[src/hw/xcvr_pkg.sv]
// package: offsets, field layouts, reset values and carrier types of the transceiver
package xcvr_pkg;
	// register byte addresses
	localparam logic [3:0] OFS_CTRL = 4'h0;
	localparam logic [3:0] OFS_LOAD = 4'h4;
	localparam logic [3:0] OFS_STATUS = 4'h8;
	// control register fields
	localparam int CTRL_SW_MODE = 0;
	localparam int CTRL_DRIVE_N = 1;
	localparam int CTRL_LATCH_EN = 2;
	localparam int CTRL_OE_N = 3;
	localparam int CTRL_DATA_LSB = 8;
	// status register fields
	localparam int STATUS_DRV_LSB = 0;
	localparam int STATUS_LATCH_LSB = 4;
	localparam int STATUS_BUS_LSB = 8;
	localparam int STATUS_PARITY = 12;
	localparam int STATUS_SW_MODE = 13;

	// the three mode controls that share one path
	typedef struct packed {
		logic drive_n;
		logic latch_en;
		logic oe_n;
	} ctl_t;

	// every asynchronous pin input, synchronised as one group
	typedef struct packed {
		logic clk_pin;
		ctl_t ctl;
		logic [3:0] data;
		logic [3:0] bus;
	} pins_t;

	// reset values: drivers and receiver outputs off
	localparam ctl_t CTL_RESET = '{drive_n: 1'b1, latch_en: 1'b0, oe_n: 1'b1};
	localparam pins_t PINS_RESET = '{clk_pin: 1'b0, ctl: CTL_RESET, data: 4'h0, bus: 4'h0};
	localparam logic [3:0] NIB_RESET = 4'h0;
	localparam logic [3:0] NIB_ALL = 4'hf;

	// odd parity output as the device defines it: xor of the four bits
	function automatic logic parity4(input logic [3:0] d);
		parity4 = ^d;
	endfunction
endpackage

[src/hw/pin_sync3.sv]
// three-stage synchroniser; a bit changes once stages two and three agree
`timescale 1ns/1ps
`default_nettype none
module pin_sync3 import xcvr_pkg::*; (
	input wire logic core_clk,
	input wire logic rst,
	input wire pins_t raw,
	output pins_t stable
);
	typedef struct packed {
		pins_t s1;
		pins_t s2;
		pins_t s3;
		pins_t held;
	} sync_state_t;

	sync_state_t st;
	sync_state_t next_st;

	// s1 feeds only s2; the agree filter looks at s2 and s3
	always_comb begin
		next_st = st;
		next_st.s1 = raw;
		next_st.s2 = st.s1;
		next_st.s3 = st.s2;
		// agreeing stages load the new level, disagreeing stages keep the old one
		next_st.held = (st.s2 & st.s3) | (st.held & (st.s2 ^ st.s3));
	end

	always_ff @(posedge core_clk) begin
		if (rst) begin
			st <= '{PINS_RESET, PINS_RESET, PINS_RESET, PINS_RESET};
		end else begin
			st <= next_st;
		end
	end

	assign stable = st.held;
endmodule // pin_sync3
`default_nettype wire

[src/hw/rx_latch.sv]
// receiver: inverting input, transparent-while-low latch, three-state outputs
`timescale 1ns/1ps
`default_nettype none
module rx_latch import xcvr_pkg::*; (
	input wire logic core_clk,
	input wire logic rst,
	input wire logic [3:0] bus_level,
	input wire logic latch_en,
	input wire logic oe_n,
	output logic [3:0] q,
	output logic [3:0] next_q,
	output logic rx_oe_n
);
	typedef struct packed {
		logic [3:0] q;
		logic oe_n;
	} latch_state_t;

	latch_state_t st;
	latch_state_t next_st;

	// open latch follows the inverted bus, closed latch keeps its word
	always_comb begin
		next_st = st; // closed latch keeps its word
		if (!latch_en) begin
			next_st.q = ~bus_level;
		end
		next_st.oe_n = oe_n; // one common enable for all four outputs
	end

	always_ff @(posedge core_clk) begin
		if (rst) begin
			st <= '{q: NIB_RESET, oe_n: 1'b1};
		end else begin
			st <= next_st;
		end
	end

	assign q = st.q;
	assign next_q = next_st.q;
	assign rx_oe_n = st.oe_n;
endmodule // rx_latch
`default_nettype wire

[src/hw/quad_bus_transceiver_parity.sv]
// quad bus transceiver with driver register, receiver latch, odd parity and register port
// Summary of operation
// - each driver clock rising edge loads all four driver bits at once; in software mode only a write to OFS_LOAD loads them.
// - each bus line carries the inverse of its driver register bit.
// - receivers invert the bus, so data arrives non-inverted end to end.
// - receivers see the bus whether this device or another agent drives it.
// - drive enable high floats all four drivers; low makes them drive.
// - latch enable low makes the receiver latch transparent.
// - latch enable high closes the latch and holds the captured word.
// - one common enable switches all four receiver outputs together.
// - receiver enable high floats receiver outputs; low drives latched data.
// - drivers enabled: parity output is odd parity of driver inputs.
// - drivers floating: parity output is odd parity of latch outputs.
`timescale 1ns/1ps
`default_nettype none
module quad_bus_transceiver_parity import xcvr_pkg::*; (
	input wire logic core_clk,
	input wire logic rst,
	input wire logic [3:0] avs_address,
	input wire logic avs_read,
	input wire logic avs_write,
	input wire logic [31:0] avs_writedata,
	input wire logic [3:0] avs_byteenable,
	output logic [31:0] avs_readdata,
	output logic avs_waitrequest,
	input wire logic [3:0] driver_data,
	input wire logic driver_register_clock,
	input wire logic bus_drive_enable_n,
	input wire logic receiver_latch_enable,
	input wire logic receiver_output_enable_n,
	input wire logic [3:0] bus_in,
	output logic [3:0] bus_out,
	output logic [3:0] bus_oe_n,
	output logic [3:0] rx_out,
	output logic rx_oe_n,
	output logic parity_out
);
	typedef struct packed {
		logic sw_mode;
		ctl_t sw_ctl;
		logic [3:0] sw_data;
		logic ack;
		logic [31:0] rdata;
		logic clk_prev;
		logic [3:0] drv_q;
		logic [3:0] bus_out;
		logic [3:0] bus_oe_n;
		logic parity;
	} core_state_t;

	core_state_t st;
	core_state_t next_st;
	pins_t raw;
	pins_t pin;
	ctl_t ctl;
	logic [3:0] data_in;
	logic [3:0] latch_q;
	logic [3:0] latch_next;
	logic req;
	logic accept;
	logic load_sw;
	logic clk_rise;
	logic capture;

	// all pin inputs come from outside the clock domain
	assign raw = '{clk_pin: driver_register_clock,
		ctl: '{drive_n: bus_drive_enable_n, latch_en: receiver_latch_enable,
			oe_n: receiver_output_enable_n},
		data: driver_data, bus: bus_in};

	pin_sync3 u_sync (
		.core_clk(core_clk),
		.rst(rst),
		.raw(raw),
		.stable(pin)
	);

	// software mode lets the register port stand in for the control pins
	assign ctl = st.sw_mode ? st.sw_ctl : pin.ctl;
	assign data_in = st.sw_mode ? st.sw_data : pin.data;

	// the bus level read back covers both our drive and any other agent
	rx_latch u_rx (
		.core_clk(core_clk),
		.rst(rst),
		.bus_level(pin.bus),
		.latch_en(ctl.latch_en),
		.oe_n(ctl.oe_n),
		.q(latch_q),
		.next_q(latch_next),
		.rx_oe_n(rx_oe_n)
	);

	// one wait state: the read word is registered before waitrequest drops
	assign req = avs_read | avs_write;
	assign avs_waitrequest = req & ~st.ack;
	assign accept = req & st.ack;
	assign load_sw = accept & avs_write & (avs_address == OFS_LOAD);
	assign clk_rise = pin.clk_pin & ~st.clk_prev;
	// pin clock is ignored in software mode to avoid double loads
	assign capture = st.sw_mode ? load_sw : clk_rise;

	// register port, driver register, bus drive and parity
	always_comb begin
		next_st = st;
		next_st.ack = req & ~st.ack;
		next_st.clk_prev = pin.clk_pin;
		if (req && !st.ack) begin
			next_st.rdata = 32'h0000_0000;
			if (avs_read && avs_address == OFS_CTRL) begin
				next_st.rdata[CTRL_SW_MODE] = st.sw_mode;
				next_st.rdata[CTRL_DRIVE_N] = st.sw_ctl.drive_n;
				next_st.rdata[CTRL_LATCH_EN] = st.sw_ctl.latch_en;
				next_st.rdata[CTRL_OE_N] = st.sw_ctl.oe_n;
				next_st.rdata[CTRL_DATA_LSB +: 4] = st.sw_data;
			end else if (avs_read && avs_address == OFS_STATUS) begin
				next_st.rdata[STATUS_DRV_LSB +: 4] = st.drv_q;
				next_st.rdata[STATUS_LATCH_LSB +: 4] = latch_q;
				next_st.rdata[STATUS_BUS_LSB +: 4] = pin.bus;
				next_st.rdata[STATUS_PARITY] = st.parity;
				next_st.rdata[STATUS_SW_MODE] = st.sw_mode;
			end
		end
		if (accept && avs_write && avs_address == OFS_CTRL) begin
			if (avs_byteenable[0]) begin
				next_st.sw_mode = avs_writedata[CTRL_SW_MODE];
				next_st.sw_ctl.drive_n = avs_writedata[CTRL_DRIVE_N];
				next_st.sw_ctl.latch_en = avs_writedata[CTRL_LATCH_EN];
				next_st.sw_ctl.oe_n = avs_writedata[CTRL_OE_N];
			end
			if (avs_byteenable[1]) begin
				next_st.sw_data = avs_writedata[CTRL_DATA_LSB +: 4];
			end
		end
		if (capture) begin
			next_st.drv_q = data_in; // all four bits in one edge
		end
		next_st.bus_out = ~next_st.drv_q;
		next_st.bus_oe_n = ctl.drive_n ? NIB_ALL : NIB_RESET;
		// parity mode follows the drive enable level
		if (ctl.drive_n) begin
			next_st.parity = parity4(latch_next); // check mode
		end else begin
			next_st.parity = parity4(data_in); // generate mode
		end
	end

	always_ff @(posedge core_clk) begin
		if (rst) begin
			st <= '{sw_mode: 1'b0, sw_ctl: CTL_RESET, sw_data: NIB_RESET, ack: 1'b0,
				rdata: 32'h0000_0000, clk_prev: 1'b0, drv_q: NIB_RESET,
				bus_out: NIB_ALL, bus_oe_n: NIB_ALL, parity: 1'b0};
		end else begin
			st <= next_st;
		end
	end

	assign avs_readdata = st.rdata;
	assign bus_out = st.bus_out;
	assign bus_oe_n = st.bus_oe_n;
	assign rx_out = latch_q; // three-state data, qualified by rx_oe_n
	assign parity_out = st.parity;
endmodule // quad_bus_transceiver_parity
`default_nettype wire

[config.mk]
export PLATFORM = sky130hd
export DESIGN_NAME = quad_bus_transceiver_parity
export DESIGN_NICKNAME = d
export VERILOG_FILES = /design/src/hw/xcvr_pkg.sv /design/src/hw/pin_sync3.sv /design/src/hw/rx_latch.sv /design/src/hw/quad_bus_transceiver_parity.sv
export SDC_FILE = /design/constraint.sdc
export NUM_CORES = 1
export LEC_CHECK = 0
export BUFFER_PORTS_ARGS = -buffer_cell sky130_fd_sc_hd__buf_2
export CORE_AREA = 2 2 134 71
export CTS_BUF_LIST = sky130_fd_sc_hd__clkbuf_2 sky130_fd_sc_hd__clkbuf_4 sky130_fd_sc_hd__clkbuf_8
export CTS_CLUSTER_DIAMETER = 120
export CTS_CLUSTER_SIZE = 10
export DETAILED_ROUTE_END_ITERATION = 16
export DIE_AREA = 0 0 136 73
export MAX_ROUTING_LAYER = met4
export PLACE_DENSITY_LB_ADDON = 0.25
export SLEW_MARGIN = 5
export SYNTH_ARGS = -nofsm -noshare
export SYNTH_HDL_FRONTEND = slang
export SYNTH_SLANG_ARGS = --single-unit
[constraint.sdc]
create_clock -name core_clk -period 1.5 [get_ports core_clk]
set_clock_uncertainty 0.05 [all_clocks]
set_input_delay 0.3 -clock core_clk [delete_from_list [all_inputs] [get_ports core_clk]]
set_output_delay 0.3 -clock core_clk [all_outputs]
set_load 0.02 [all_outputs]
After elaboration in Yosys (flattened, before gate mapping) --
Index checks and enable logic that the tools add are counted.
Word-level totals: output and inout bits 47, flip-flop bits (word level) 90, RAM bits 0, memories kept 0, bits in read-only memories 0, logic and storage cells 77, input port bits 56, latch bits 0
Cells by class: shift-type cells 0, bitwise gates (word level) 14, magnitude comparators 0, multiplexer cells 12, $add $sub $neg 0, multiply operators 0, reductions and logical operators 11, div/mod/pow operators 0, eq/ne operators 2
Operators with widths (number):
- $mux W4 | 7
- $and A12 B12 Y12 | 2
- $mux W14 | 1
- $or A12 B12 Y12 | 1
- $xor A12 B12 Y12 | 1
- $not A4 Y4 | 2
- $reduce_xor A4 Y1 | 2
- $and A1 B1 Y1 | 5
- $logic_and A1 B1 Y1 | 5
- $eq A4 B3 Y1 const B | 1
- $eq A4 B4 Y1 const B | 1
- $logic_not A4 Y1 | 1
- $reduce_and A2 Y1 | 2
- $mux W3 | 1
- $mux W1 | 2
- $mux W2 | 1
- $not A1 Y1 | 2
- $logic_not A1 Y1 | 1
- $or A1 B1 Y1 | 1

Depth between registers and ports, before layout --
Gate-level depths: netlist of run 1.
word-level depth 7, gate-level depth with buffers 6

By module --
A second synthesis of run 1 with hierarchy kept.
Second synthesis, totals: cells, all modules 354, area, all modules 3550.9 sq um
Modules (own cells, without submodules):
- quad_bus_transceiver_parity | cells each 197, seq. area each 680.7 sq um, instances 1, area an instance 1766.7 sq um
- pin_sync3 | cells each 135, seq. area each 960.9 sq um, instances 1, area an instance 1602.8 sq um
- rx_latch | cells each 22, seq. area each 100.1 sq um, instances 1, area an instance 181.4 sq um

Worst setup path after synthesis of run 1 --
No wires, ideal clock.
path kind input to output, from input avs_read, to output avs_waitrequest, data required time 1.150 ns, stages on the path 3, arrival 1.089 ns, setup slack 0.061 ns, cells stage by stage o21bai_1 > clkbuf_1 > inv_1
Between the ends: longest elaborated chain between the ends 2
RTL lines:
- start, declared | line quad_bus_transceiver_parity.sv:20 | input wire logic avs_read,
- $or A1 B1 Y1 | line quad_bus_transceiver_parity.sv:95 | assign req = avs_read | avs_write;
- $and A1 B1 Y1 | line quad_bus_transceiver_parity.sv:96 | assign avs_waitrequest = req & ~st.ack;
- end, declared | line quad_bus_transceiver_parity.sv:25 | output logic avs_waitrequest,
Every way passes these cells.

Worst setup path after layout of run 1 --
from register st[54] (netlist name), to register st (netlist bit bus_out[2])
Between the ends: longest elaborated chain between the ends 3, elaborated cells on any way between the ends 4, classes of those cells 3 x mux; 1 x bitwise
RTL lines:
- start, declared | line quad_bus_transceiver_parity.sv:51 | core_state_t st;
- start signal, assigned | line quad_bus_transceiver_parity.sv:150 | st <= '{sw_mode: 1'b0, sw_ctl: CTL_RESET, sw_data: NIB_RESET, ack: 1'b0,
- start signal, assigned | line quad_bus_transceiver_parity.sv:154 | st <= next_st;
- $mux W4 / $mux W1 (equally long branches) | line quad_bus_transceiver_parity.sv:80, quad_bus_transceiver_parity.sv:101
- $mux W4 * | line quad_bus_transceiver_parity.sv:135 | if (capture) begin
- $not A4 Y4 * | line quad_bus_transceiver_parity.sv:138 | next_st.bus_out = ~next_st.drv_q;
Mark *: on every way between the ends. The rest lies on a longest branch, timed or not. A chain may end at the register's enable or synchronous reset.

==> metrics.md, run 1 <==
| Metric | Value |
|---|---|
| Status | finished, final reports clean |
| Post-synthesis cell count | 329 |
| Hold Crit Start | bus_drive_enable_n |
| CTS root buffer | clkbuf_8 |
| DRT iter0 DRCs | roughly 130 |
| Pint | 0.003428 W |
| Clk Latency, worst-skew pair | 360 ps |
| Routed WL per cell | about 13 um |
| Clk pwr share | 40.7% |
| Comb power frac | under 10% |
| Core Area | about 8900 um2 |
| Pre-CTS setup slack | -0.1374 ps |
| Fill cell count | 875 |
| Setup CP Type | flop to flop |
| Die Height | approximately 73 um |
| Synth cell count leaders | dfxtp_1, nor2_1, buf_4 |
| First-pass GRT wire length | 10,430 um |
| Vias in the first global route | 2,086 |
| Final setup vio count | 0 |
| CP Data Required Time | 1760 ps |
| GRT overflow | 0 |
| Sw Ratio | between 20% and 30% |
| Detailed-route wire length | 6385 um |
| Vias per cell | 4.440 |
| Initial antenna violation count | 0 |
| Max Slew Vio Count | 0 |
| Die X | 136 um |
| Syn avg cell area | just over 10 um2 |
| EDFF count, synth | 0 |
| Count leader, synth | dfxtp_1 |
| Count of cell types in the netlist | 29 |
| Final net count | 438 |
| Fin crit share | between 90% and 100% |
| Synth area leader | dfxtp_1 |
| Non-Filler Instances | ~500 |
| Ys flop type | dfxtp_1 |
| CP startpoint | st[54]$_SDFFE_PP0P_ |
| Lkg Pwr | 1.758 nW |
| Syn-to-layout area delta | 14.02% |
| Async S/R FF share, synth | 0% |
| Die Area | 9928 um2 |
| Main area contributors after synthesis | dfxtp_1, buf_4, nor2b_1 |
| Setup_tns | 0 ps |
| RSZ-0062 raised after global routing | yes |
| Fin. Hold Viols | 0 |
| Post-synth top area share | 50.95% |
| CTS max path bufs | 2 |
| Post-synthesis register bit count | a little under 90 |
| CTS sink cnt | 87 |
| GPL Wtd Cong | about 0.76 |
| Top Family by Delay on Critical Path | flip-flops |
| Max cap viols | 0 |
| Warnings, synthesis | 0 |
| Crit path capture type | flop |
| Cell Chain, Critical Path | nor3b_1 > buf_4 > a41oi_4 > mux2i_2 > or2_1 |
| CTS buffer count | 9 |
| Antenna Cells | 0 |
| Largest net degree at the start of global routing | between 40 and 50 |
| Post-layout util | 43.57% |
| Cell area after synthesis | 3418 um2 |
| Crit Reg-Reg Startpoint | st[54]$_SDFFE_PP0P_ |
| Final ANT Viol Nets | 0 |
| IO Port Bufs | 58 |
| CP max stage delay | 400 ps |
| Fmax achieved | about 0.69 GHz |
| Global Route Usage Sum | 14.46% |
| Pwr Density | 1154 nW/um2 |
| Critical Path AT | around 1700 ps |
| Layout cells sized above 1 | 28.80% |
| I/O Pins | 103 |
| Vias | 2,202 |
| Residual DRC | 0 |
| Reg clk slew, reported paths | 90 ps |
| CTS tree | done |
| Post-route worst setup slack | 60.20 ps |
| Sw power | ~0.0011 W |
| Crit start category | flop |
| Post-DP Area | 3662 um2 |
| VDD IR max | 0.6838 mV |
| DP Wirelength | 4530 um |
| Initial Util | 38.21% |
| CP bufs+invs | 1 |
| Design Area, Final | 3897 um2 |
| CTS H-Tree Depth | 3 |
| Hold Crit Class | input port to flop |
| Rows | 25 |
| Register area share after synthesis | 50.95% |
| Pre-Repair DR Iteration Count | 4 |
| Sequential power share | 53.1% |
| Critical Path Slowest Stage Cell | dfxtp_1 |
| Crit Path Max Fanout | 4 |
| Post-layout min period | about 1400 ps |
| Dpl cells | 480 |
[per-stage QoR]
stage,hold slack (ps),total power (W)
final,82.23,0.004497
after global routing,58.55,0.004693
after CTS,57.99,0.004556
after detailed placement,342.3,0.002722
after global placement,351.7,0.002718
after floorplan,339.5,0.002659
[worst reg2reg max path, delay by kind of cell (launching register included)]
family	cells	cell delay, ps
compound gates	1	280
buf+inv	1	140
flops	1	400
mux	1	310
simple gates	2	200
[area by class of cell]
type,instances,area [um2],share of cell area [%]
inverter,3,11.26,0.2889
sequential,87,1742,44.69
clock buffer,9,123.9,3.178
timing repair buffer,69,400.4,10.27
multi-input combinational,200,1368,35.09
tap,121,151.4,3.884
clock inverter,7,101.3,2.600
[repair_timing]
item / CTS / global route
hold buffers: 0 / 0
gates resized for setup: 0 / 3
hold endpoints to repair: 0 / 0
endpoints found under the setup margin: 0 / 3
buffers inserted: 0 / 0
[final timing paths]
check                                       end  cells after the start  slack [ps]
hold reg to reg   u_sync.next_st[22]$_SDFF_PP1_                      1         380
hold / removal    u_sync.next_st[34]$_SDFF_PP1_                      2          80
setup / recovery          bus_out[2]$_SDFF_PP1_                      5          60
setup reg to reg          bus_out[2]$_SDFF_PP1_                      5          60
[logic make-up after synthesis]
| logic type | Yosys count | share of synthesized area (%) |
|---|---|---|
| xor gates and xnor gates | 11 | 2.818 |
| and+or+nand+nor | 96 | 14.31 |
| adders and majority gates | 12 | 4.392 |
| other | 1 | 0.1097 |
| muxes | 27 | 8.382 |
| DFF | 87 | 50.95 |
| buffers and inverters | 59 | 11.13 |
| AOI/OAI and AO/OA | 36 | 7.907 |
[flip-flops by register name, summed over array words and instances (netlist names), named ones only]
signal and count:
parity_out 1, bus_oe_n 1, bus_out 4, avs_readdata 14, u_sync.stable 12, u_rx.q 4
st 10, u_rx.rx_oe_n 1, u_sync.st 12, u_sync.next_st 24
[layer usage]
metal	GRT usage [%]	vias up	routed length [um]
met5	-	-	0
met4	4.514	0	57
met2	19.60	53	2567
met3	5.694	8	377
li1	-	1116	-
met1	19.61	1025	3383
[cell usage in the layout, fill, tap and decap left out, drive strengths merged]
| master | n |
|---|---|
| and3b | 2 |
| a21oi | 14 |
| nand2b | 1 |
| nor2b | 32 |
| a41oi | 1 |
| xor2 | 4 |
| a22oi | 8 |
| bufinv | 2 |
| o21bai | 1 |
| conb | 18 |
| o2bb2ai | 1 |
| nor2 | 47 |
| or2 | 10 |
| mux2i | 14 |
| a32oi | 6 |
| inv | 6 |
| mux2 | 13 |
| xnor2 | 7 |
| clkinvlp | 2 |
| clkbuf | 9 |
| buf | 69 |
| ha | 12 |
| a211o | 5 |
| nor3b | 1 |
| nand3 | 2 |
| dfxtp | 87 |
| nor3 | 1 |
[power by group through the flow]
stage / logic [W] / clock network, W / registers [W]
floorplan: 0.000216 / 0 / 0.00244
global placement: 0.000277 / 0 / 0.00244
detailed placement: 0.000280 / 0 / 0.00244
CTS: 0.000282 / 0.00189 / 0.00239
global route: 0.000314 / 0.00198 / 0.00240
finish: 0.000282 / 0.00183 / 0.00239
Power figures use the tool's default switching activity.
==> run 2: changes to the inputs <==
--- a/config.mk
+++ b/config.mk
@@ -5,15 +5,17 @@
 export SDC_FILE = /design/constraint.sdc
 export NUM_CORES = 1
 export LEC_CHECK = 0
+export ABC_AREA = 1
 export BUFFER_PORTS_ARGS = -buffer_cell sky130_fd_sc_hd__buf_2
-export CORE_AREA = 2 2 134 71
+export CORE_AREA = 2 2 138 73
 export CTS_BUF_LIST = sky130_fd_sc_hd__clkbuf_2 sky130_fd_sc_hd__clkbuf_4 sky130_fd_sc_hd__clkbuf_8
 export CTS_CLUSTER_DIAMETER = 120
 export CTS_CLUSTER_SIZE = 10
 export DETAILED_ROUTE_END_ITERATION = 16
-export DIE_AREA = 0 0 136 73
+export DIE_AREA = 0 0 140 75
 export MAX_ROUTING_LAYER = met4
-export PLACE_DENSITY_LB_ADDON = 0.25
+export PLACE_DENSITY = 0.68
+export RECOVER_POWER = 25
 export SLEW_MARGIN = 5
 export SYNTH_ARGS = -nofsm -noshare
 export SYNTH_HDL_FRONTEND = slang
==> run 2 against run 1 <==
  * The run now ends with design-rule violations left
  * Maximum frequency up 0.98%
  * Synthesized area up 6.3%
  * Non-clock buffer count rose by 4
  * Routed wire length is 23% higher
  * Via count rose by 33%
  * Power is 7.7% higher
  * Largest cell class unchanged
  * Highest routed layer unchanged
==> metrics.md, run 2 <==
| Metric | Value |
|---|---|
| CTS tree | done |
| IO Port Bufs | 58 |
| CP Data Required Time | about 1700 ps |
| Die Height | 75 um |
| Core Area | a little over 9000 um2 |
| Synth cell count leaders | nand2_1, dfxtp_1, inv_1 |
| Die Area | 10,500 um2 |
| CTS H-Tree Depth | 3 |
| Async S/R FF share, synth | 0% |
| Crit Reg-Reg Startpoint | st[54]$_SDFFE_PP0P_ |
| Setup_tns | 0 ps |
| GRT overflow | 0 |
| Pwr Density | 1148 nW/um2 |
| RR Endpoint | parity_out$_SDFF_PP0_ |
| Failing checks | design-rule violations |
| CTS sink cnt | 87 |
| Warnings, synthesis | 0 |
| Initial antenna violation count | 0 |
| Hold Crit Start | bus_drive_enable_n |
| Hold Path Cell Cnt | 2 |
| Routed WL per cell | 12.06 um |
| Post-synthesis register bit count | 87 |
| Hold Path End | u_sync.next_st[34]$_SDFF_PP1_ |
| Lkg Pwr | 2.114 nW |
| Max cap viols | 0 |
| Critical Path Slowest Stage Cell | dfxtp_4 |
| CTS Hold Bufs | 0 |
| Slew at the pin closest to its max-slew limit | 780.8 ps |
| Post-route worst setup slack | 74.10 ps |
| Crit Path Max Fanout | 8 |
| Initial Util | 39.39% |
| Vias in the first global route | roughly 2,600 |
| DRT iter0 DRCs | approximately 310 |
| Die X | approximately 140 um |
| Crit path capture type | flop |
| Cell area after synthesis | 3635 um2 |
| Detailed-route wire length | 7842 um |
| Critical Path AT | 1650 ps |
| Status | finished with violations |
| Rel. slew slack | 47.95% |
| Ys flop type | dfxtp_1 |
| Fmax achieved | about 0.70 GHz |
| Post-synth top area share | 47.92% |
| Commonest cells after routing, fill and taps aside | dfxtp_1, nand2_1, inv_1, nor2_1, buf_2 |
| Syn-to-layout area delta | 16.08% |
| Fin crit share | 95.06% |
| Final ANT Viol Nets | 0 |
| Count of cell types in the netlist | 26 |
| Reg clk slew, reported paths | 90 ps |
| Final setup vio count | 0 |
| Design Area, Final | 4219 um2 |
| Count leader, synth | nand2_1 |
| Main area contributors after synthesis | dfxtp_1, nand2_1, buf_4 |
| CP max stage delay | 390 ps |
| CP bufs+invs | 3 |
| Fill cell count | 921 |
| Setup CP Type | flop to flop |
| Post-layout min period | about 1400 ps |
| CTS max path bufs | 2 |
| Clk Latency, worst-skew pair | 370 ps |
| Rows | 25 |
| Crit start category | flop |
| Antenna Cells | 0 |
| Crit path top cell by count | nand2_1 |
| Vias per cell | 4.515 |
| CTS buffer count | 9 |
| Vias | ~2,900 |
| Post-synthesis cell count | 476 |
| First-pass GRT wire length | 12,360 um |
| R2R cell count | 11 |
| I/O Pins | 103 |
| Syn avg cell area | 7.636 um2 |
| Pre-Repair DR Iteration Count | 12 |
| Pre-CTS setup slack | -27.28 ps |
| Layout cells sized above 1 | a little over a fifth |
| Worst reg2reg setup slack | around 74 ps |
| Cell Chain, Critical Path | buf_4 > nand2_4 > nand3_1 > nand2_2 > nand2_1 > nand2_1 > inv_1 > nand2_1 > nand3_1 > nand2_2 > inv_1 |
| Fin. Hold Viols | 0 |
| GPL Wtd Cong | 0.9344 |
| Register area share after synthesis | between 40% and 50% |
| Final net count | 592 |
| Synth area leader | dfxtp_1 |
| EDFF count, synth | 0 |
| Largest net degree at the start of global routing | 42 |
| Top Family by Delay on Critical Path | simple AND/OR/NAND/NOR gates |
| Residual DRC | 5 |
| Largest register FFs | 24 |
| Max Slew Vio Count | 0 |
| VDD IR max | 0.6444 mV |
| CTS root buffer | clkbuf_8 |
| Most common cell after layout, fill and taps aside | dfxtp_1 |
| Hold Crit Class | input port to flop |
| Post-DP Area | a little under 4000 um2 |
| DP Wirelength | between 5000 and 6000 um |
| Global Route Usage Sum | between 10% and 20% |
[run 2: changes by cell type in the layout (fill, tap and decap cells not counted), moves of 8 or more]
cell,previous run,this run
mux2_2,13,0
inv_1,3,73
o21ai_0,0,21
mux2i_1,13,0
a21oi_1,14,25
nor2_1,47,64
nor2b_1,32,0
nand3_1,2,27
nand2_1,0,79
a22oi_1,8,0
[run 2: layout make-up]
class,count,area [um2],share of cell area [%]
inverter,75,286.5,6.791
tap,121,151.4,3.588
timing repair buffer,73,426.7,10.11
multi-input combinational,278,1354,32.09
clock inverter,6,115.1,2.728
clock buffer,10,137.6,3.262
sequential,87,1748,41.43
[run 2: report_power, final]
part,internal (W),switching [W],total [W]
Sequential,0.00239,0.0000411,0.00243
Combinational,0.000134,0.000262,0.000396
Clock,0.00116,0.000859,0.00202
Total,0.00368,0.00116,0.00484
[run 2: worst max-delay path by stage]
stage	cells past startpoint	end	startpoint	slack (ps)
2_1_floorplan	12	parity_out$_SDFF_PP0_	st[54]$_SDFFE_PP0P_	200
3_3_place_gp	7	avs_readdata[11]$_SDFFE_PP0P_	avs_address[1]	-20
3_5_place_dp	7	avs_readdata[8]$_SDFFE_PP0P_	avs_address[1]	-30
4_1_cts	11	parity_out$_SDFF_PP0_	st[54]$_SDFFE_PP0P_	8
5_1_grt	12	parity_out$_SDFF_PP0_	st[54]$_SDFFE_PP0P_	-30
6_report	11	parity_out$_SDFF_PP0_	st[54]$_SDFFE_PP0P_	70
[run 2: stage by stage]
step           cells  power (W)  hold slack (ps)  util [%]
5_1_grt          650   0.005038            42.85     45.72
6_report         650   0.004844            58.67     45.72
3_5_place_dp     632   0.002866            345.1     42.06
3_3_place_gp     632   0.002853            342.0     42.06
4_1_cts          649   0.004886            42.98     45.00
2_1_floorplan    493   0.002789            338.3         -
[run 2: metal layers]
layer | global-route usage, % | vias to the layer above | wire [um]
met5 | - | - | 0
met4 | 4.377 | 0 | 70
met3 | 5.471 | 11 | 633
met2 | 23.04 | 108 | 3247
met1 | 21.11 | 1319 | 3890
li1 | - | 1497 | -
[run 2: kinds of logic (layout without fill, tap and decap cells)]
logic type,Yosys count,after routing,share of synthesized area (%)
simple gates,199,199,23.03
buf+inv,128,164,17.90
compound gates,49,49,6.919
fa+ha+maj,12,12,4.131
flops,87,87,47.92
other cells,1,18,0.1032
[run 2: repair_timing]
item                                    in CTS  in global routing
pin swaps                                    0                  6
endpoints found under the hold margin        0                  0
cloned                                       0                  1
gates resized for setup                      4                 21
buffers inserted                             1                  0
endpoints found under the setup margin       2                  9
